===== src/dss_map.svh =====
// Register map, field positions, reset values for the debug state sequencer.
// Assumes a 32-bit AHB-Lite slave port; printed offsets are word indexes.
`ifndef DSS_MAP_SVH
`define DSS_MAP_SVH

`define DSS_IDX_W 8
`define DSS_IDX_SEQ_CTL 8'h27
`define DSS_IDX_DBG_CTL 8'h20
`define DSS_IDX_STATUS 8'h21
`define DSS_IDX_CMP_CTL0 8'h30
`define DSS_IDX_NONE 8'hFF
`define DSS_ADDR_SEQ_CTL ({`DSS_IDX_SEQ_CTL, 2'b00})

`define DSS_VIEW_S1 2'h0
`define DSS_VIEW_S2 2'h1
`define DSS_VIEW_S3 2'h2
`define DSS_VIEW_FLAGS 2'h3

`define DSS_BIT_ARM 7
`define DSS_BIT_CMP_EN 0
`define DSS_BIT_CMP_TAG 5
`define DSS_BIT_STAT_ARMED 7

`define DSS_SCR_RST 4'h0
`define DSS_VIEW_RST 2'h0
`define DSS_CMP_RST 8'h00

`endif


===== src/dss_pkg.sv =====
// Types shared by the debug state sequencer files.
// Assumes the map header is included alongside.
package dss_pkg;

    typedef enum logic [3:0] {
        ST_S1 = 4'h1,
        ST_S2 = 4'h2,
        ST_S3 = 4'h4,
        ST_FIN = 4'h8
    } dss_state_t;

    typedef enum logic [2:0] {
        TG_NONE = 3'h0,
        TG_S1 = 3'h1,
        TG_S2 = 3'h2,
        TG_S3 = 3'h3,
        TG_FIN = 3'h4
    } dss_tgt_t;

    typedef struct packed {
        logic hsel;
        logic [31:0] haddr;
        logic [1:0] htrans;
        logic hwrite;
        logic [2:0] hsize;
        logic hready;
    } dss_ahb_req_t;

endpackage : dss_pkg


===== src/dss_match_chan.sv =====
// One comparator match channel: qualification and sticky session flag.
// Assumes matchIn and tagHit come from logic on mclk.
`timescale 1ns/1ps
module dss_match_chan (
    input wire logic mclk,
    input wire logic resetn,
    input wire logic cmpEnable,
    input wire logic tagMode,
    input wire logic matchIn,
    input wire logic tagHit,
    input wire logic armed,
    input wire logic armPulse,
    output logic qualMatch,
    output logic matchFlag
);
    import dss_pkg::*;

    logic flag_reg;

    // Tagged opcodes only count once they reach execution
    assign qualMatch = cmpEnable && (tagMode ? tagHit : matchIn);

    // A match in the re-arm cycle still sets the flag when armed is already high
    always_ff @(posedge mclk or negedge resetn) begin
        if (!resetn) begin
            flag_reg <= 1'b0;
        end else begin
            flag_reg <= (armPulse ? 1'b0 : flag_reg) | (armed && qualMatch);
        end
    end

    assign matchFlag = flag_reg;
endmodule : dss_match_chan


===== src/dss_state_seq.sv =====
// Debug state sequencer: banked next-state control, match flags, AHB-Lite slave.
// Assumes match and tag-hit inputs are synchronous to mclk.
`timescale 1ns/1ps
`include "dss_map.svh"
module dss_state_seq (
    input wire logic mclk,
    input wire logic resetn,
    input dss_pkg::dss_ahb_req_t ahbReq,
    input wire logic [31:0] hwdata,
    output logic [31:0] hrdata,
    output logic hreadyout,
    output logic hresp,
    input wire logic [2:0] matchIn,
    input wire logic [2:0] tagHit
);
    import dss_pkg::*;

    logic [3:0] scr_reg [3];
    logic [1:0] view_reg;
    logic armed_reg;
    logic [7:0] cmpCtl_reg [3];
    dss_state_t state_reg;
    dss_state_t state_next;
    logic wrPend_reg;
    logic rdPend_reg;
    logic [`DSS_IDX_W-1:0] wrIdx_reg;
    logic [`DSS_IDX_W-1:0] rdIdx_reg;
    logic [31:0] hrdata_reg;
    logic [31:0] readMux;
    logic [`DSS_IDX_W-1:0] addrIdx;
    logic addrPhase;
    logic ctlWrite;
    logic armPulse;
    logic [2:0] qualMatch;
    logic [2:0] matchFlag;
    dss_tgt_t chanTgt [3];
    dss_tgt_t winTgt;
    logic [1:0] stIdx;

    // Bus side

    assign addrPhase = ahbReq.hsel && ahbReq.htrans[1] && ahbReq.hready;
    assign addrIdx = (ahbReq.haddr[31:10] == 22'h0 && ahbReq.haddr[1:0] == 2'h0)
        ? ahbReq.haddr[9:2] : `DSS_IDX_NONE;

    // Reads take one wait state so a write landing just before is seen
    always_ff @(posedge mclk or negedge resetn) begin
        if (!resetn) begin
            wrPend_reg <= 1'b0;
            rdPend_reg <= 1'b0;
            wrIdx_reg <= `DSS_IDX_NONE;
            rdIdx_reg <= `DSS_IDX_NONE;
        end else begin
            wrPend_reg <= addrPhase && ahbReq.hwrite;
            rdPend_reg <= addrPhase && !ahbReq.hwrite;
            if (addrPhase) begin
                wrIdx_reg <= addrIdx;
                rdIdx_reg <= addrIdx;
            end
        end
    end

    assign hreadyout = !rdPend_reg;
    assign hresp = 1'b0;

    always_comb begin
        readMux = 32'h0;
        case (rdIdx_reg)
            `DSS_IDX_SEQ_CTL: begin
                if (view_reg == `DSS_VIEW_FLAGS) begin
                    readMux[2:0] = matchFlag;
                end else begin
                    readMux[3:0] = scr_reg[view_reg];
                end
            end
            `DSS_IDX_DBG_CTL: begin
                readMux[`DSS_BIT_ARM] = armed_reg;
                readMux[1:0] = view_reg;
            end
            `DSS_IDX_STATUS: begin
                readMux[`DSS_BIT_STAT_ARMED] = armed_reg;
                readMux[3:0] = state_reg;
            end
            `DSS_IDX_CMP_CTL0: begin
                readMux[7:0] = cmpCtl_reg[0];
            end
            `DSS_IDX_CMP_CTL0 + 8'h1: begin
                readMux[7:0] = cmpCtl_reg[1];
            end
            `DSS_IDX_CMP_CTL0 + 8'h2: begin
                readMux[7:0] = cmpCtl_reg[2];
            end
            default: begin
                readMux = 32'h0;
            end
        endcase
    end

    always_ff @(posedge mclk or negedge resetn) begin
        if (!resetn) begin
            hrdata_reg <= 32'h0;
        end else if (rdPend_reg) begin
            hrdata_reg <= readMux;
        end
    end

    assign hrdata = hrdata_reg;

    // Control registers

    assign ctlWrite = wrPend_reg && (wrIdx_reg == `DSS_IDX_DBG_CTL);
    assign armPulse = ctlWrite && hwdata[`DSS_BIT_ARM];

    always_ff @(posedge mclk or negedge resetn) begin
        if (!resetn) begin
            view_reg <= `DSS_VIEW_RST;
        end else if (ctlWrite) begin
            view_reg <= hwdata[1:0];
        end
    end

    // Reaching final ends the session; a fresh arm write wins over it
    always_ff @(posedge mclk or negedge resetn) begin
        if (!resetn) begin
            armed_reg <= 1'b0;
        end else if (armPulse) begin
            armed_reg <= 1'b1;
        end else if (ctlWrite || state_next == ST_FIN) begin
            armed_reg <= 1'b0;
        end
    end

    // Flag view has no storage behind it, so writes there fall away
    always_ff @(posedge mclk or negedge resetn) begin
        if (!resetn) begin
            for (int i = 0; i < 3; i++) begin
                scr_reg[i] <= `DSS_SCR_RST;
            end
        end else if (wrPend_reg && wrIdx_reg == `DSS_IDX_SEQ_CTL && !armed_reg
                     && view_reg != `DSS_VIEW_FLAGS) begin
            scr_reg[view_reg] <= hwdata[3:0];
        end
    end

    always_ff @(posedge mclk or negedge resetn) begin
        if (!resetn) begin
            for (int i = 0; i < 3; i++) begin
                cmpCtl_reg[i] <= `DSS_CMP_RST;
            end
        end else if (wrPend_reg && !armed_reg) begin
            for (int i = 0; i < 3; i++) begin
                if (wrIdx_reg == `DSS_IDX_CMP_CTL0 + 8'(i)) begin
                    cmpCtl_reg[i] <= hwdata[7:0];
                end
            end
        end
    end

    // Match channels

    genvar g;
    generate
        for (g = 0; g < 3; g++) begin : gChan
            dss_match_chan uChan (
                .mclk(mclk),
                .resetn(resetn),
                .cmpEnable(cmpCtl_reg[g][`DSS_BIT_CMP_EN]),
                .tagMode(cmpCtl_reg[g][`DSS_BIT_CMP_TAG]),
                .matchIn(matchIn[g]),
                .tagHit(tagHit[g]),
                .armed(armed_reg),
                .armPulse(armPulse),
                .qualMatch(qualMatch[g]),
                .matchFlag(matchFlag[g])
            );
        end
    endgenerate

    // Next-state decode

    function automatic void lookup(
        input logic [1:0] st,
        input logic [3:0] code,
        output dss_tgt_t t0,
        output dss_tgt_t t1,
        output dss_tgt_t t2
    );
        t0 = TG_NONE;
        t1 = TG_NONE;
        t2 = TG_NONE;
        case ({st, code})
            6'h00: begin
                t0 = TG_FIN;
                t1 = TG_FIN;
                t2 = TG_FIN;
            end
            6'h01: t1 = TG_S3;
            6'h02: t2 = TG_S2;
            6'h03: t1 = TG_S2;
            6'h04: begin
                t0 = TG_S2;
                t1 = TG_S3;
            end
            6'h05: begin
                t1 = TG_S3;
                t0 = TG_FIN;
            end
            6'h06: begin
                t0 = TG_S2;
                t2 = TG_S3;
            end
            6'h07: begin
                t0 = TG_S2;
                t1 = TG_S2;
            end
            6'h09: t0 = TG_S3;
            6'h0D: begin
                t0 = TG_FIN;
                t2 = TG_FIN;
                t1 = TG_S2;
            end
            6'h10: begin
                t0 = TG_S1;
                t2 = TG_S3;
            end
            6'h11: t1 = TG_S3;
            6'h12: t2 = TG_S3;
            6'h13: begin
                t1 = TG_S3;
                t0 = TG_FIN;
            end
            6'h14: begin
                t1 = TG_S1;
                t2 = TG_S3;
            end
            6'h15: t2 = TG_FIN;
            6'h16: begin
                t2 = TG_S1;
                t0 = TG_FIN;
            end
            6'h17: begin
                t0 = TG_FIN;
                t1 = TG_FIN;
            end
            6'h1C: begin
                t0 = TG_FIN;
                t1 = TG_FIN;
                t2 = TG_S3;
            end
            6'h1F: begin
                t0 = TG_FIN;
                t1 = TG_FIN;
                t2 = TG_S1;
            end
            6'h20: t0 = TG_S1;
            6'h21: begin
                t2 = TG_S2;
                t1 = TG_FIN;
            end
            6'h22: begin
                t0 = TG_FIN;
                t1 = TG_S1;
            end
            6'h23: begin
                t1 = TG_FIN;
                t2 = TG_S1;
            end
            6'h24: t1 = TG_S2;
            6'h25: t1 = TG_FIN;
            6'h26: begin
                t2 = TG_S2;
                t0 = TG_FIN;
            end
            6'h27: t0 = TG_FIN;
            6'h2A: begin
                t1 = TG_S1;
                t2 = TG_S1;
                t0 = TG_FIN;
            end
            6'h2D: begin
                t1 = TG_FIN;
                t2 = TG_FIN;
                t0 = TG_S1;
            end
            6'h2E: begin
                t0 = TG_S2;
                t2 = TG_FIN;
            end
            default: t0 = TG_NONE;
        endcase
    endfunction : lookup

    always_comb begin
        case (state_reg)
            ST_S2: stIdx = 2'h1;
            ST_S3: stIdx = 2'h2;
            default: stIdx = 2'h0;
        endcase
    end

    always_comb begin
        lookup(stIdx, scr_reg[stIdx], chanTgt[0], chanTgt[1], chanTgt[2]);
    end

    // Final target beats all; else the lowest channel that names a target
    always_comb begin
        winTgt = TG_NONE;
        for (int i = 2; i >= 0; i--) begin
            if (qualMatch[i] && chanTgt[i] != TG_NONE) begin
                winTgt = chanTgt[i];
            end
        end
        for (int i = 0; i < 3; i++) begin
            if (qualMatch[i] && chanTgt[i] == TG_FIN) begin
                winTgt = TG_FIN;
            end
        end
    end

    always_comb begin
        state_next = state_reg;
        if (armPulse) begin
            state_next = ST_S1;
        end else if (armed_reg && state_reg != ST_FIN) begin
            case (winTgt)
                TG_S1: state_next = ST_S1;
                TG_S2: state_next = ST_S2;
                TG_S3: state_next = ST_S3;
                TG_FIN: state_next = ST_FIN;
                default: state_next = state_reg;
            endcase
        end
    end

    always_ff @(posedge mclk or negedge resetn) begin
        if (!resetn) begin
            state_reg <= ST_S1;
        end else begin
            state_reg <= state_next;
        end
    end
endmodule : dss_state_seq


===== config.mk =====
export PLATFORM = sky130hd
export DESIGN_NAME = dss_state_seq
export DESIGN_NICKNAME = d
export VERILOG_FILES = /design/src/dss_pkg.sv /design/src/dss_match_chan.sv /design/src/dss_state_seq.sv
export VERILOG_INCLUDE_DIRS = /design/src
export SDC_FILE = /design/constraint.sdc
export NUM_CORES = 1
export LEC_CHECK = 0
export ABC_AREA = 1
export BUFFER_PORTS_ARGS = -buffer_cell sky130_fd_sc_hd__buf_4
export CAP_MARGIN = 25
export CORE_MARGIN = 2
export CORE_UTILIZATION = 48
export DETAILED_ROUTE_END_ITERATION = 6
export GPL_TIMING_DRIVEN = 0
export PLACE_DENSITY = 0.8
export SETUP_SLACK_MARGIN = 0.5
export SLEW_MARGIN = 20
export SYNTH_ARGS = -nofsm -noshare
export SYNTH_HDL_FRONTEND = slang
export SYNTH_HIERARCHICAL = 1
export SYNTH_SLANG_ARGS = --single-unit
export TNS_END_PERCENT = 20

===== constraint.sdc =====
create_clock -name mclk -period 2.76 [get_ports mclk]
set_clock_uncertainty 0.2 [all_clocks]
set_input_delay 0.138 -clock mclk [delete_from_list [all_inputs] [get_ports mclk]]
set_output_delay 0.138 -clock mclk [all_outputs]
set_load 0.1 [all_outputs]

Word level (Yosys, flattened, before mapping)
Index checks and enable logic that the tools add are counted.
{"block": "totals", "input_bits": 80, "output_inout_bits": 34, "word_cells": 161, "reg_bits": 64}
{"block": "classes", "bitwise": 5, "n_mux": 37, "reduce_logical": 51, "magnitude_cmp": 3, "eq_ne": 49}
{"op": "6-bit equality test, second input constant", "count": 11}
{"op": "6-bit by 5-bit equality test with 1-bit output, second input constant", "count": 10}
{"op": "8-bit by 6-bit equality test with 1-bit output, second input constant", "count": 6}
{"op": "3-bit case mux with 4 select lines", "count": 3}
{"op": "4-bit 2-to-1 mux", "count": 7}
{"op": "1-bit logical AND", "count": 25}
{"op": "6-bit by 3-bit equality test with 1-bit output, second input constant", "count": 4}
{"op": "22-bit zero test", "count": 1}
{"op": "3-bit 2-to-1 mux", "count": 7}
{"op": "4-bit binary-select mux with 2-bit select", "count": 2}
{"op": "4-bit case mux with 4 select lines", "count": 1}
{"op": "5-bit OR reduction", "count": 3}
{"op": "12-bit bitwise mux", "count": 1}
{"op": "3-bit equality test, second input constant", "count": 4}
{"op": "6-bit by 2-bit equality test with 1-bit output, second input constant", "count": 2}
{"op": "6-bit by 4-bit equality test with 1-bit output, second input constant", "count": 2}
{"op": "2-bit case mux with 6 select lines", "count": 1}
{"op": "12-bit OR reduction", "count": 1}
{"op": "4-bit OR reduction", "count": 3}
{"op": "2-bit case mux with 5 select lines", "count": 1}
{"op": "1-bit 2-to-1 mux", "count": 9}
{"op": "3-bit case mux with 3 select lines", "count": 1}
{"op": "3-bit nonzero test", "count": 3}
{"op": "3-bit OR reduction", "count": 3}
{"op": "25 further kinds", "count": 34}

Longest topological paths before layout
Gate-level depths: netlist of the first run.
{"block": "logic_depth", "ltp_word": 25, "mapped_depth": 27}

Hierarchy
Netlist of the first run, hierarchy kept.
{"mod": "dss_state_seq", "area_per_inst_um2": 3773.6, "n_inst": 1, "cells_per_inst": 516}
{"mod": "dss_match_chan", "area_per_inst_um2": 63.8, "n_inst": 3, "cells_per_inst": 10}

Least setup slack after synthesis of the first run
No wires, ideal clock.
{"block": "synth_timing", "kind": "flip-flop to flip-flop", "from": "reg state_reg[0]", "to": "reg armed_reg", "t_arrival_ps": 2392, "setup_ps": 119, "path_stages_with_launch": 24, "setup_slack_ps": 48, "t_required_ps": 2441, "path_cell_list": "dfstp_2 -> nor2_2 -> nand2_2 -> clkinv_1 -> nand2_1 -> nand2_4 -> nor2_4 -> nand3_1 -> nand3_1 -> nor2_1 -> nor2_2 -> inv_1 -> nand3_1 -> nand3_2 -> nand2_1 -> nand3_2 -> nand2_2 -> nand2_1 -> nand2_1 -> nand2_1 -> nor2_1 -> nand2_1 -> nand2_1 -> nand2_1"}
{"block": "synth_between", "elab_chain_len": 24, "word_cells_on_any_way": 82, "classes_between": "eq/ne: 41; mux: 16; bitwise: 1; reduce/logical: 24"}
{"item": "start: declaration", "line_no": "dss_state_seq.sv:22", "text": "dss_state_t state_reg;"}
{"item": "start signal: assignment", "line_no": "dss_state_seq.sv:339", "text": "state_reg <= state_next;"}
{"item": "4-bit by 3-bit equality test with 1-bit output or 4-bit by 2-bit equality test with 1-bit output (tied branches)", "line_no": "dss_state_seq.sv:294", "text": "case (state_reg)"}
{"item": "2-bit case mux with 2 select lines", "line_no": "dss_state_seq.sv:294"}
{"item": "2-bit inverter with 3-bit output (not written as such)", "line_no": "dss_state_seq.sv:302", "text": "lookup(stIdx, scr_reg[stIdx], chanTgt[0], chanTgt[1], chanTgt[2]);"}
{"item": "4-bit binary-select mux with 2-bit select", "line_no": "dss_state_seq.sv:302"}
{"item": "4-bit 2-to-1 mux (not written as such) (2 in series)", "line_no": "dss_state_seq.sv:302"}
{"item": "6-bit equality test, or another cell as far along", "line_no": "dss_state_seq.sv:191", "text": "case ({st, code})"}
{"item": "5-bit OR reduction (no source line), or another cell as far along"}
{"item": "3-bit case mux with 4 select lines", "line_no": "dss_state_seq.sv:191"}
{"item": "(+5 left out)"}
{"item": "3-bit 2-to-1 mux (3 in series)", "line_no": "dss_state_seq.sv:314", "text": "if (qualMatch[i] && chanTgt[i] == TG_FIN) begin"}
{"item": "3-bit equality test, or another cell as far along", "line_no": "dss_state_seq.sv:325", "text": "case (winTgt)"}
{"item": "4-bit case mux with 4 select lines", "line_no": "dss_state_seq.sv:325"}
{"item": "4-bit 2-to-1 mux (*)", "line_no": "dss_state_seq.sv:324", "text": "end else if (armed_reg && state_reg != ST_FIN) begin"}
{"item": "4-bit 2-to-1 mux (*)", "line_no": "dss_state_seq.sv:322", "text": "if (armPulse) begin"}
{"item": "4-bit equality test (*)", "line_no": "dss_state_seq.sv:128", "text": "end else if (ctlWrite || state_next == ST_FIN) begin"}
{"item": "1-bit logical OR (*)", "line_no": "dss_state_seq.sv:128"}
{"item": "2-bit nonzero test (no source line) (*)"}
{"item": "end signal: assignment", "line_no": "dss_state_seq.sv:125", "text": "armed_reg <= 1'b0;"}
{"item": "end signal: assignment", "line_no": "dss_state_seq.sv:127", "text": "armed_reg <= 1'b1;"}
{"item": "end signal: assignment", "line_no": "dss_state_seq.sv:129", "text": "armed_reg <= 1'b0;"}
{"item": "end: declaration", "line_no": "dss_state_seq.sv:20", "text": "logic armed_reg;"}
Every way passes the cells marked *; elsewhere a longest branch is shown, timed or not. The select of a mux whose other input is x is not followed.
A chain may end at the register's enable or synchronous reset.

Worst setup path after layout of the first run
{"block": "layout_timing", "from": "reg state_reg[2]", "to": "reg armed_reg"}
Same word-level chain as after synthesis.

==> results.sh, run 1 <==
export IMPL_io_pins=114
export IMPL_place_inst=735
export IMPL_syn_inst=546
export IMPL_finalCritPeriodShare_pct=113
export IMPL_ys_types=38
export IMPL_antennaDiodeCount=0
export IMPL_synth_top_area_share_pct=34.7
export IMPL_endpoint="armed_reg$_DFFE_PN0P_"
export IMPL_grt_max_degree=65
export IMPL_finalNetCount=759
export IMPL_die_area_mm2=0.00900
export IMPL_synth_area_leaders="dfrtp_1, nand2_1, o21ai_0, dfstp_2, nand3_1"
export IMPL_mappedNetlistArea_mm2=0.00397
export IMPL_outcome="complete, but fails checks"
export IMPL_crit_start="state_reg[2]$_DFF_PN0_"
export IMPL_areaGrowthSynthToFinish_pct=40.8
export IMPL_avgRoutedWirePerCell_um=14.4
export IMPL_antenna_left=0
export IMPL_h_tree_depth=3
export IMPL_rows=33
export IMPL_arrival_ns=3.12
export IMPL_regArea_mm2=0.00161
export IMPL_drive_above_1_share_pct=33.2
export IMPL_numClockSinks=64
export IMPL_dieHeight_um=94.9
export IMPL_core_area_mm2=0.00809
export IMPL_rrSetupSlack_ns=-0.35
export IMPL_relSlewSlack_pct=47.7
export IMPL_wl_um=11400
export IMPL_fin_crit_ns=3.11
export IMPL_die_x_um=94.9
export IMPL_ys_seq_elements=64
export IMPL_root_buffer="clkbuf_8"
export IMPL_slew_viol_final=0
export IMPL_fill_cells=625
export IMPL_overflow=0
export IMPL_vias=4186
export IMPL_worst_pin_slew_ns=0.785
export IMPL_final_setup_tns_ns=-0.757
export IMPL_worstHoldStart="hwdata[3]"
export IMPL_r2r_cells=26
export IMPL_path_clk_slew_ns=0.07
export IMPL_io_buffers=60
export IMPL_layout_commonest_cell="nand2_1"
export IMPL_ir_drop_v=0.000556
export IMPL_worstPathMaxFanout=8
export IMPL_p_leak_nw=2.90
export IMPL_initial_core_util_pct=49.0
export IMPL_multiInputGateArea_mm2=0.00236
export IMPL_rr_startpoint="state_reg[2]$_DFF_PN0_"
export IMPL_vias_per_cell=5.31
export IMPL_start_kind="flop"
export IMPL_antenna_found_initial=0
export IMPL_place_area_mm2=0.00464
export IMPL_final_cells=789
export IMPL_fin_ws_ns=-0.345
export IMPL_drv_cap=0
export IMPL_path_class="reg2reg"
export IMPL_reg2reg_to="armed_reg$_DFFE_PN0P_"
export IMPL_grt_pass1_wl_um=18000
export IMPL_grt_setup_unrepaired="yes"
export IMPL_dr_pass1_iters=7
export IMPL_largest_reg_flops=24
export IMPL_finalHoldViolations=0
export IMPL_final_area_mm2=0.00558
export IMPL_violations="setup timing"
export IMPL_cts_made_buffers=9
export IMPL_final_cell_mix="nand2_1, buf_4, dfrtp_1, o21ai_0, inv_1"
export IMPL_p_total_mw=3.70
export IMPL_gp_congestion=0.927
export IMPL_clockBufferDepth=2
export IMPL_hold_class="in2reg"
export IMPL_required_ns=2.78
export IMPL_holdWs_ns=0.0189
export IMPL_ys_warn_count=6
export IMPL_dp_slack_ns=-0.290
export IMPL_first_global_vias=4038
export IMPL_avgSynthCellArea_um2=7.26
export IMPL_clock_latency_ns=0.33
export IMPL_drc=0
export IMPL_dp_hpwl_um=7550
export IMPL_max_freq_mhz=322
export IMPL_p_per_area_mw_per_mm2=663
export IMPL_yosysTopAreaCell="dfrtp_1"
export IMPL_utilization_pct=69.0
export IMPL_grt_usage_pct=25.3
export IMPL_ys_seq_area_share_pct=40.7
export IMPL_cp_end_kind="flop"
export IMPL_setup_violations=4
export IMPL_cts_tree="done"
export IMPL_first_iter_violations=340
## what timing repair did
item,in CTS,in global routing
pin swaps,15,25
buffers inserted,5,10
endpoints found under the hold margin,85,0
hold buffers,23,0
endpoints found under the setup margin,41,32
resized for setup,34,69
## report_power, final
group          internal, mW  switching (mW)  total, mW  leakage (nW)
Combinational         0.640            1.19       1.83          2.15
Sequential             1.00          0.0746       1.08         0.642
Clock                 0.446           0.347      0.794         0.108
Total                  2.09            1.61       3.70          2.90
## metal layers
metal	wire length [µm]	track usage, %	up-vias	share of wire, %
met4	291	10.0	0	2.6
li1	-	-	1995	-
met2	6100	46.7	184	54
met1	4320	28.4	1972	38
met3	658	5.11	35	5.8
met5	0	0	-	0
## worst min-delay path by stage
stage                                      end  slack [ns]  depth (start not counted)
CTS                 cmpCtl_reg[19]$_DFFE_PN0P_       0.002                          3
detailed placement  cmpCtl_reg[14]$_DFFE_PN0P_        0.07                          1
global route         cmpCtl_reg[3]$_DFFE_PN0P_        0.04                          3
global placement    cmpCtl_reg[14]$_DFFE_PN0P_        0.06                          1
finish              cmpCtl_reg[11]$_DFFE_PN0P_        0.02                          3
floorplan                armed_reg$_DFFE_PN0P_       -0.36                          0
## synthesized netlist by cell type, drive strengths merged
master	instances
nand3b	3
nand4	3
nor4	8
a31oi	3
a211oi	1
or2	1
nand3	52
nor2	51
clkbuf	5
o22ai	1
clkinv	5
a21oi	21
buf	26
o2111ai	1
and2	1
dfrtp	55
and2b	1
o21ai	56
nor3	11
a22o	1
conb	1
a21boi	4
dfstp	9
inv	54
and3	1
a221oi	1
nand2	170
## critical path: stages, from the launching register on
cell	delay, ns
dfrtp_1	0.40
buf_6	0.13
nor2_4	0.22
nand2_4	0.15
nand2_4	0.10
nand3_4	0.08
nand2_8	0.11
nor2_4	0.05
buf_12	0.14
nand3_2	0.07
nand2_2	0.06
nor2_4	0.10
nand3_2	0.12
nand2_4	0.11
nand2_4	0.08
inv_2	0.08
nand3_4	0.08
nand2_2	0.09
nand3_2	0.09
nand2_4	0.09
nand2_2	0.06
nand2_2	0.06
nand2_2	0.05
nor2_1	0.10
nand2_1	0.06
nand2_1	0.05
nand2_1	0.05
## final cells by class
type | instances | share of cell area (%)
tap | 105 | 2.35
timing repair buffer | 98 | 14.6
multi-input combinational | 416 | 42.3
clock buffer | 14 | 3.45
clock inverter | 2 | 0.179
sequential | 64 | 28.9
inverter | 59 | 4.24
buffer | 31 | 4.03
## kinds of logic (layout without fill, tap and decap cells)
| family | after synthesis | after routing | synth area share (%) |
|---|---|---|---|
| simple gates | 302 | 302 | 36.0 |
| compound gates | 89 | 89 | 12.1 |
| other cells | 1 | 25 | 0.0946 |
| flops | 64 | 64 | 40.7 |
| buf+inv | 90 | 204 | 11.1 |
Note: power is estimated with default switching activity, not from simulation.
==> run 2: changes to the inputs <==
ABC_AREA = default   (was 1)
PLACE_DENSITY = 0.79   (was 0.8)
==> run 2 against run 1 <==
The run still ends with setup timing left. Routed wire length rose by 5.9%. Non-clock buffer count rose by 26. Utilization rose by 2.0 points. Critical path type unchanged. Cell count fell by 15%. Cell area rose by 5.0%. Setup slack got worse by 0.19 ns. Power fell by 40%. First-iteration DRC count fell by 30%.
==> results.sh, run 2 <==
export IMPL_worstPathMaxFanout=8
export IMPL_numClockSinks=64
export IMPL_dp_slack_ns=-0.833
export IMPL_hold_class="in2reg"
export IMPL_drc=0
export IMPL_dr_pass1_iters=5
export IMPL_synthArstFlopShare_pct=100
export IMPL_synth_ff_type="dfrtp_1"
export IMPL_vias_per_cell=5.83
export IMPL_clock_latency_ns=0.33
export IMPL_antennaDiodeCount=0
export IMPL_final_cells=671
export IMPL_setup_violations=5
export IMPL_gp_congestion=0.881
export IMPL_antenna_found_initial=0
export IMPL_largest_reg_flops=24
export IMPL_first_global_vias=3803
export IMPL_holdWs_ns=0.188
export IMPL_rows=33
export IMPL_start_kind="flop"
export IMPL_die_x_um=96.3
export IMPL_fin_ws_ns=-0.537
export IMPL_areaGrowthSynthToFinish_pct=43.2
export IMPL_antenna_left=0
export IMPL_ys_seq_elements=64
export IMPL_fin_crit_ns=3.30
export IMPL_first_iter_violations=239
export IMPL_grt_usage_pct=25.9
export IMPL_wl_um=12000
export IMPL_ys_warn_count=6
export IMPL_root_buffer="clkbuf_8"
export IMPL_grt_pass1_wl_um=18300
export IMPL_grt_max_degree=65
export IMPL_rr_startpoint="state_reg[0]$_DFF_PN1_"
export IMPL_place_area_mm2=0.00485
export IMPL_finalHoldViolations=0
export IMPL_reg2reg_to="armed_reg$_DFFE_PN0P_"
export IMPL_synth_area_leaders="dfrtp_1, mux2_2, dfstp_2, buf_4, mux2i_1"
export IMPL_yosysTopAreaCell="dfrtp_1"
export IMPL_path_clk_slew_ns=0.07
export IMPL_max_stage_delay_ns=0.57
export IMPL_r2r_cells=13
export IMPL_synthTopCellsByCount="dfrtp_1, mux2_2, nor2_1"
export IMPL_synth_most_common_cell="dfrtp_1"
export IMPL_finalCritPeriodShare_pct=119
export IMPL_relSlewSlack_pct=46.5
export IMPL_max_freq_mhz=303
export IMPL_p_total_mw=2.22
export IMPL_whs_path_depth=4
export IMPL_slew_viol_final=0
export IMPL_cp_end_kind="flop"
export IMPL_vias=3915
export IMPL_p_per_area_mw_per_mm2=379
export IMPL_avgRoutedWirePerCell_um=17.9
export IMPL_required_ns=2.81
export IMPL_h_tree_depth=3
export IMPL_crit_start="state_reg[0]$_DFF_PN1_"
export IMPL_cts_tree="done"
export IMPL_utilization_pct=71.0
export IMPL_synth_top_area_share_pct=33.6
export IMPL_path_buf_inv=3
export IMPL_final_setup_tns_ns=-2.12
export IMPL_place_inst=603
export IMPL_synth_enable_flop_cells=0
export IMPL_final_area_mm2=0.00586
export IMPL_io_pins=114
export IMPL_mappedNetlistArea_mm2=0.00409
export IMPL_ys_seq_area_share_pct=39.4
export IMPL_io_buffers=60
export IMPL_ys_types=73
export IMPL_core_area_mm2=0.00826
export IMPL_worst_pin_slew_ns=0.803
export IMPL_crit_family="compound AO/OA/AOI/OAI gates"
export IMPL_die_area_mm2=0.00928
export IMPL_initial_core_util_pct=49.5
export IMPL_dp_hpwl_um=8210
export IMPL_drive_above_1_share_pct=47.3
export IMPL_crit_slowest_cell="dfstp_2"
export IMPL_outcome="complete, but fails checks"
export IMPL_finalNetCount=641
export IMPL_worstHoldStart="ahbReq[33]"
export IMPL_path_class="reg2reg"
export IMPL_rrSetupSlack_ns=-0.54
export IMPL_layout_commonest_cell="buf_4"
export IMPL_clockBufferDepth=2
export IMPL_fill_cells=573
export IMPL_final_cell_mix="buf_4, dfrtp_1, mux2_2, nor2_1, conb_1"
export IMPL_grt_setup_unrepaired="yes"
export IMPL_worstHoldEndpoint="rdIdx_reg[0]$_DFFE_PN1P_"
export IMPL_cts_made_buffers=9
export IMPL_ir_drop_v=0.000496
export IMPL_arrival_ns=3.35
export IMPL_dieHeight_um=96.3
export IMPL_avgSynthCellArea_um2=9.91
export IMPL_syn_inst=413
export IMPL_p_leak_nw=2.59
export IMPL_violations="setup timing"
export IMPL_overflow=0
export IMPL_worstPathCellList="buf_6 > or3_4 > o221ai_4 > or2_4 > buf_8 > buf_4 > a22oi_1 > o22ai_2 > a21oi_1 > o21ai_2 > and2_1 > a2111o_1 > a41oi_2"
export IMPL_drv_cap=0
-- run 2: worst max path at each step --
stage                                  to  slack [ns]  cells after the start
global route        armed_reg$_DFFE_PN0P_       -0.67                     13
finish              armed_reg$_DFFE_PN0P_       -0.54                     13
global placement    armed_reg$_DFFE_PN0P_       -0.81                     12
detailed placement  armed_reg$_DFFE_PN0P_       -0.83                     12
floorplan           armed_reg$_DFFE_PN0P_       -0.32                     12
CTS                 armed_reg$_DFFE_PN0P_       -0.54                     12
-- run 2: cell type report --
| type | instances | area (µm²) | area share, % |
|---|---|---|---|
| Multi-Input combinational cell | 320 | 2660 | 45.4 |
| Sequential cell | 64 | 1610 | 27.5 |
| Timing Repair Buffer | 113 | 898 | 15.3 |
| Buffer | 42 | 345 | 5.89 |
| Clock buffer | 13 | 149 | 2.54 |
| Tap cell | 105 | 131 | 2.24 |
| Inverter | 11 | 41.3 | 0.705 |
| Clock inverter | 3 | 17.5 | 0.299 |
-- run 2: per-layer routing --
metal | up-vias | GRT usage [%] | routed length (µm)
li1 | 1799 | - | -
met1 | 1902 | 29.4 | 4650
met2 | 181 | 48.4 | 6430
met3 | 33 | 3.76 | 562
met4 | 0 | 10.4 | 393
met5 | - | 0 | 0
-- run 2: what timing repair did --
item / in CTS / in global routing
gates resized for setup: 49 / 45
gates cloned: 1 / 0
setup endpoints to repair: 44 / 39
buffers inserted: 17 / 13
endpoints found under the hold margin: 106 / 0
pin swaps: 17 / 18
hold buffers: 21 / 0
-- run 2: tightest hold or removal path, delay by kind of cell --
kind	cells	cell delay, ns
buf+inv	1	0.08
simple gates	2	0.27
compound gates	1	0.19
-- run 2: report_power, final --
group	switching (mW)	internal (mW)	total [mW]	leakage (nW)
clock network	0.335	0.348	0.683	0.0834
logic	0.375	0.158	0.533	1.74
registers	0.0287	0.977	1.01	0.767
total	0.738	1.48	2.22	2.59
-- run 2: cells by family (layout without fill, tap and decap cells) --
logic type	after synthesis	after routing	share of synthesized area, %
compound gates	101	101	19.0
xor+xnor	1	1	0.214
buf+inv	53	182	7.80
flops	64	64	39.4
mux	55	55	15.6
other cells	1	25	0.0917
simple gates	138	138	17.9
==> run 3: changes to the inputs <==
CAP_MARGIN = default   (was 25)
CORE_UTILIZATION = 53   (was 48)
PLACE_DENSITY = 0.83   (was 0.79)
clock period = 3.2 ns   (was 2.76 ns; I/O delays follow)
==> run 3 against run 2 <==
The run still ends with setup timing left. Cell area decreased by 2.0%. Sequential share of layout area increased by 0.57 points. Clock power decreased by 9.1%. Critical path type unchanged. Critical path depth increased by 2. Largest cell class unchanged. Die area decreased by 9.1%. Utilization increased by 4.6 points. Non-clock buffer count decreased by 8. Clock-buffer cell count decreased by 1. Maximum frequency increased by 1.2%. Register-to-register slack improved by 0.48 ns. Highest routed layer unchanged. Power decreased by 12%. Via count increased by 1.0%.
==> results.sh, run 3 (synthesis results as in run 2) <==
export IMPL_p_leak_nw=2.52
export IMPL_path_class="reg2reg"
export IMPL_crit_slowest_cell="or4b_4"
export IMPL_relSlewSlack_pct=47.4
export IMPL_clkPwrFrac_pct=31.6
export IMPL_vias=3954
export IMPL_finalNetCount=633
export IMPL_clock_latency_ns=0.35
export IMPL_numClockSinks=64
export IMPL_avgRoutedWirePerCell_um=19.8
export IMPL_intPower_mw=1.30
export IMPL_antenna_left=0
export IMPL_gp_congestion=0.872
export IMPL_cts_made_buffers=9
export IMPL_holdWs_ns=0.231
export IMPL_slew_viol_final=0
export IMPL_crit_family="compound AO/OA/AOI/OAI gates"
export IMPL_grt_max_degree=65
export IMPL_drv_cap=0
export IMPL_vias_per_cell=6.00
export IMPL_grt_pass1_wl_um=20300
export IMPL_crit_top_cell="a21oi_2"
export IMPL_antenna_found_initial=0
export IMPL_dieHeight_um=91.9
export IMPL_p_per_area_mw_per_mm2=342
export IMPL_die_x_um=91.9
export IMPL_io_buffers=60
export IMPL_netSwitchingFraction_pct=33.9
export IMPL_antennaDiodeCount=0
export IMPL_max_stage_delay_ns=0.55
export IMPL_fin_crit_ns=3.26
export IMPL_place_inst=599
export IMPL_root_buffer="clkbuf_8"
export IMPL_ir_drop_v=0.000460
export IMPL_fill_cells=492
export IMPL_required_ns=3.22
export IMPL_worstPathMaxFanout=5
export IMPL_dr_pass1_iters=6
export IMPL_drc=0
export IMPL_overflow=0
export IMPL_cp_end_kind="flop"
export IMPL_grt_usage_pct=31.2
export IMPL_arrival_ns=3.28
export IMPL_dp_hpwl_um=8250
export IMPL_clockBufferDepth=2
export IMPL_largest_reg_flops=24
export IMPL_h_tree_depth=3
export IMPL_violations="setup timing"
export IMPL_p_sw_uw=665
export IMPL_utilization_pct=75.5
export IMPL_power_frac_comb_pct=24.0
export IMPL_cts_tree="done"
export IMPL_setup_violations=1
export IMPL_final_setup_tns_ns=-0.0589
export IMPL_drive_above_1_share_pct=44.5
export IMPL_io_pins=114
export IMPL_final_cells=659
export IMPL_start_kind="flop"
export IMPL_first_global_vias=4011
export IMPL_die_area_mm2=0.00844
export IMPL_initial_core_util_pct=53.8
export IMPL_rows=32
export IMPL_layout_commonest_cell="buf_4"
export IMPL_finalHoldViolations=0
export IMPL_first_iter_violations=298
export IMPL_worst_pin_slew_ns=0.789
export IMPL_finalCritPeriodShare_pct=102
export IMPL_path_clk_slew_ns=0.07
export IMPL_seq_power_share_pct=44.3
export IMPL_grt_setup_unrepaired="yes"
export IMPL_max_freq_mhz=307
export IMPL_final_cell_mix="buf_4, dfrtp_1, mux2_2, nor2_1, conb_1"
export IMPL_wl_um=13000
export IMPL_outcome="complete, but fails checks"
export IMPL_path_buf_inv=4
export IMPL_areaGrowthSynthToFinish_pct=40.4
export IMPL_hold_class="in2async"
export IMPL_core_area_mm2=0.00761
export IMPL_worstPathCellList="or4b_4 > o221a_4 > and2_4 > buf_6 > buf_16 > buf_6 > nor4_4 > a21oi_2 > o22ai_2 > a21oi_2 > o21ai_2 > buf_4 > o31ai_2 > a21oi_2 > a41oi_2"
export IMPL_fin_ws_ns=-0.0589
## run 3: area by class of cell
type	instances	area, µm²	share of cell area, %
plain buffers	42	328	5.71
clock buffers	12	155	2.70
clock inverters	3	17.5	0.305
inverters	11	41.3	0.719
multi-input cells	320	2590	45.0
flip-flops and latches	64	1620	28.1
well taps	102	128	2.22
repair buffers	105	873	15.2
## run 3: path summary, 6_finish.rpt
path / cells past startpoint / start / to / slack [ns]
worst max-delay path: 15 / state_reg[3]$_DFF_PN0_ / armed_reg$_DFFE_PN0P_ / -0.06
worst min-delay path: 2 / resetn / hrdata[7]$_DFFE_PN0P_ / 0.23
worst max register to register: 15 / state_reg[3]$_DFF_PN0_ / armed_reg$_DFFE_PN0P_ / -0.06
worst min register to register: 1 / hrdata[0]$_DFFE_PN0P_ / hrdata[0]$_DFFE_PN0P_ / 0.31
max in group asynchronous: 2 / resetn / scr_reg[2]$_DFFE_PN0P_ / 1.99
min in group mclk: 4 / ahbReq[31] / rdIdx_reg[4]$_DFFE_PN1P_ / 0.28
## run 3: power groups by stage
stage | registers [mW] | logic (mW) | clock network [mW]
after floorplan | 0.984 | 0.211 | 0
after global placement | 0.879 | 0.424 | 0
after detailed placement | 0.881 | 0.430 | 0
after CTS | 0.867 | 0.458 | 0.617
after global routing | 0.873 | 0.488 | 0.668
final | 0.871 | 0.472 | 0.621
## run 3: what timing repair did
item / 4_1_cts / 5_1_grt
resized for setup: 54 / 15
gates cloned: 1 / 1
hold buffers: 24 / 0
setup endpoints to repair: 20 / 17
endpoints found under the hold margin: 106 / 0
pin swaps: 26 / 8
buffers inserted: 14 / 5
## run 3: worst reg2reg max path: stages, from the launching register on
cell     delay, ns
dfrtp_1       0.41
or4b_4        0.55
o221a_4       0.25
and2_4        0.17
buf_6         0.12
buf_16        0.13
buf_6         0.11
nor4_4        0.26
a21oi_2       0.06
o22ai_2       0.15
a21oi_2       0.09
o21ai_2       0.10
buf_4         0.15
o31ai_2       0.07
a21oi_2       0.19
a41oi_2       0.12
## run 3: routing by layer
metal | vias to the layer above | part of all wire (%) | GRT usage, %
met5 | - | 0 | 0
met4 | 0 | 3.8 | 14.3
met3 | 41 | 5.4 | 5.26
met2 | 206 | 53 | 57.6
met1 | 1929 | 38 | 35.1
li1 | 1778 | - | -
## run 3: per-stage QoR
stage	power (mW)	worst slack (ns)	cell area, µm²
2_1_floorplan	1.19	0.122	4260
3_3_place_gp	1.30	-0.404	4840
3_5_place_dp	1.31	-0.399	4840
4_1_cts	1.94	-0.0623	5630
5_1_grt	2.03	-0.205	5740
6_report	1.96	-0.0589	5740
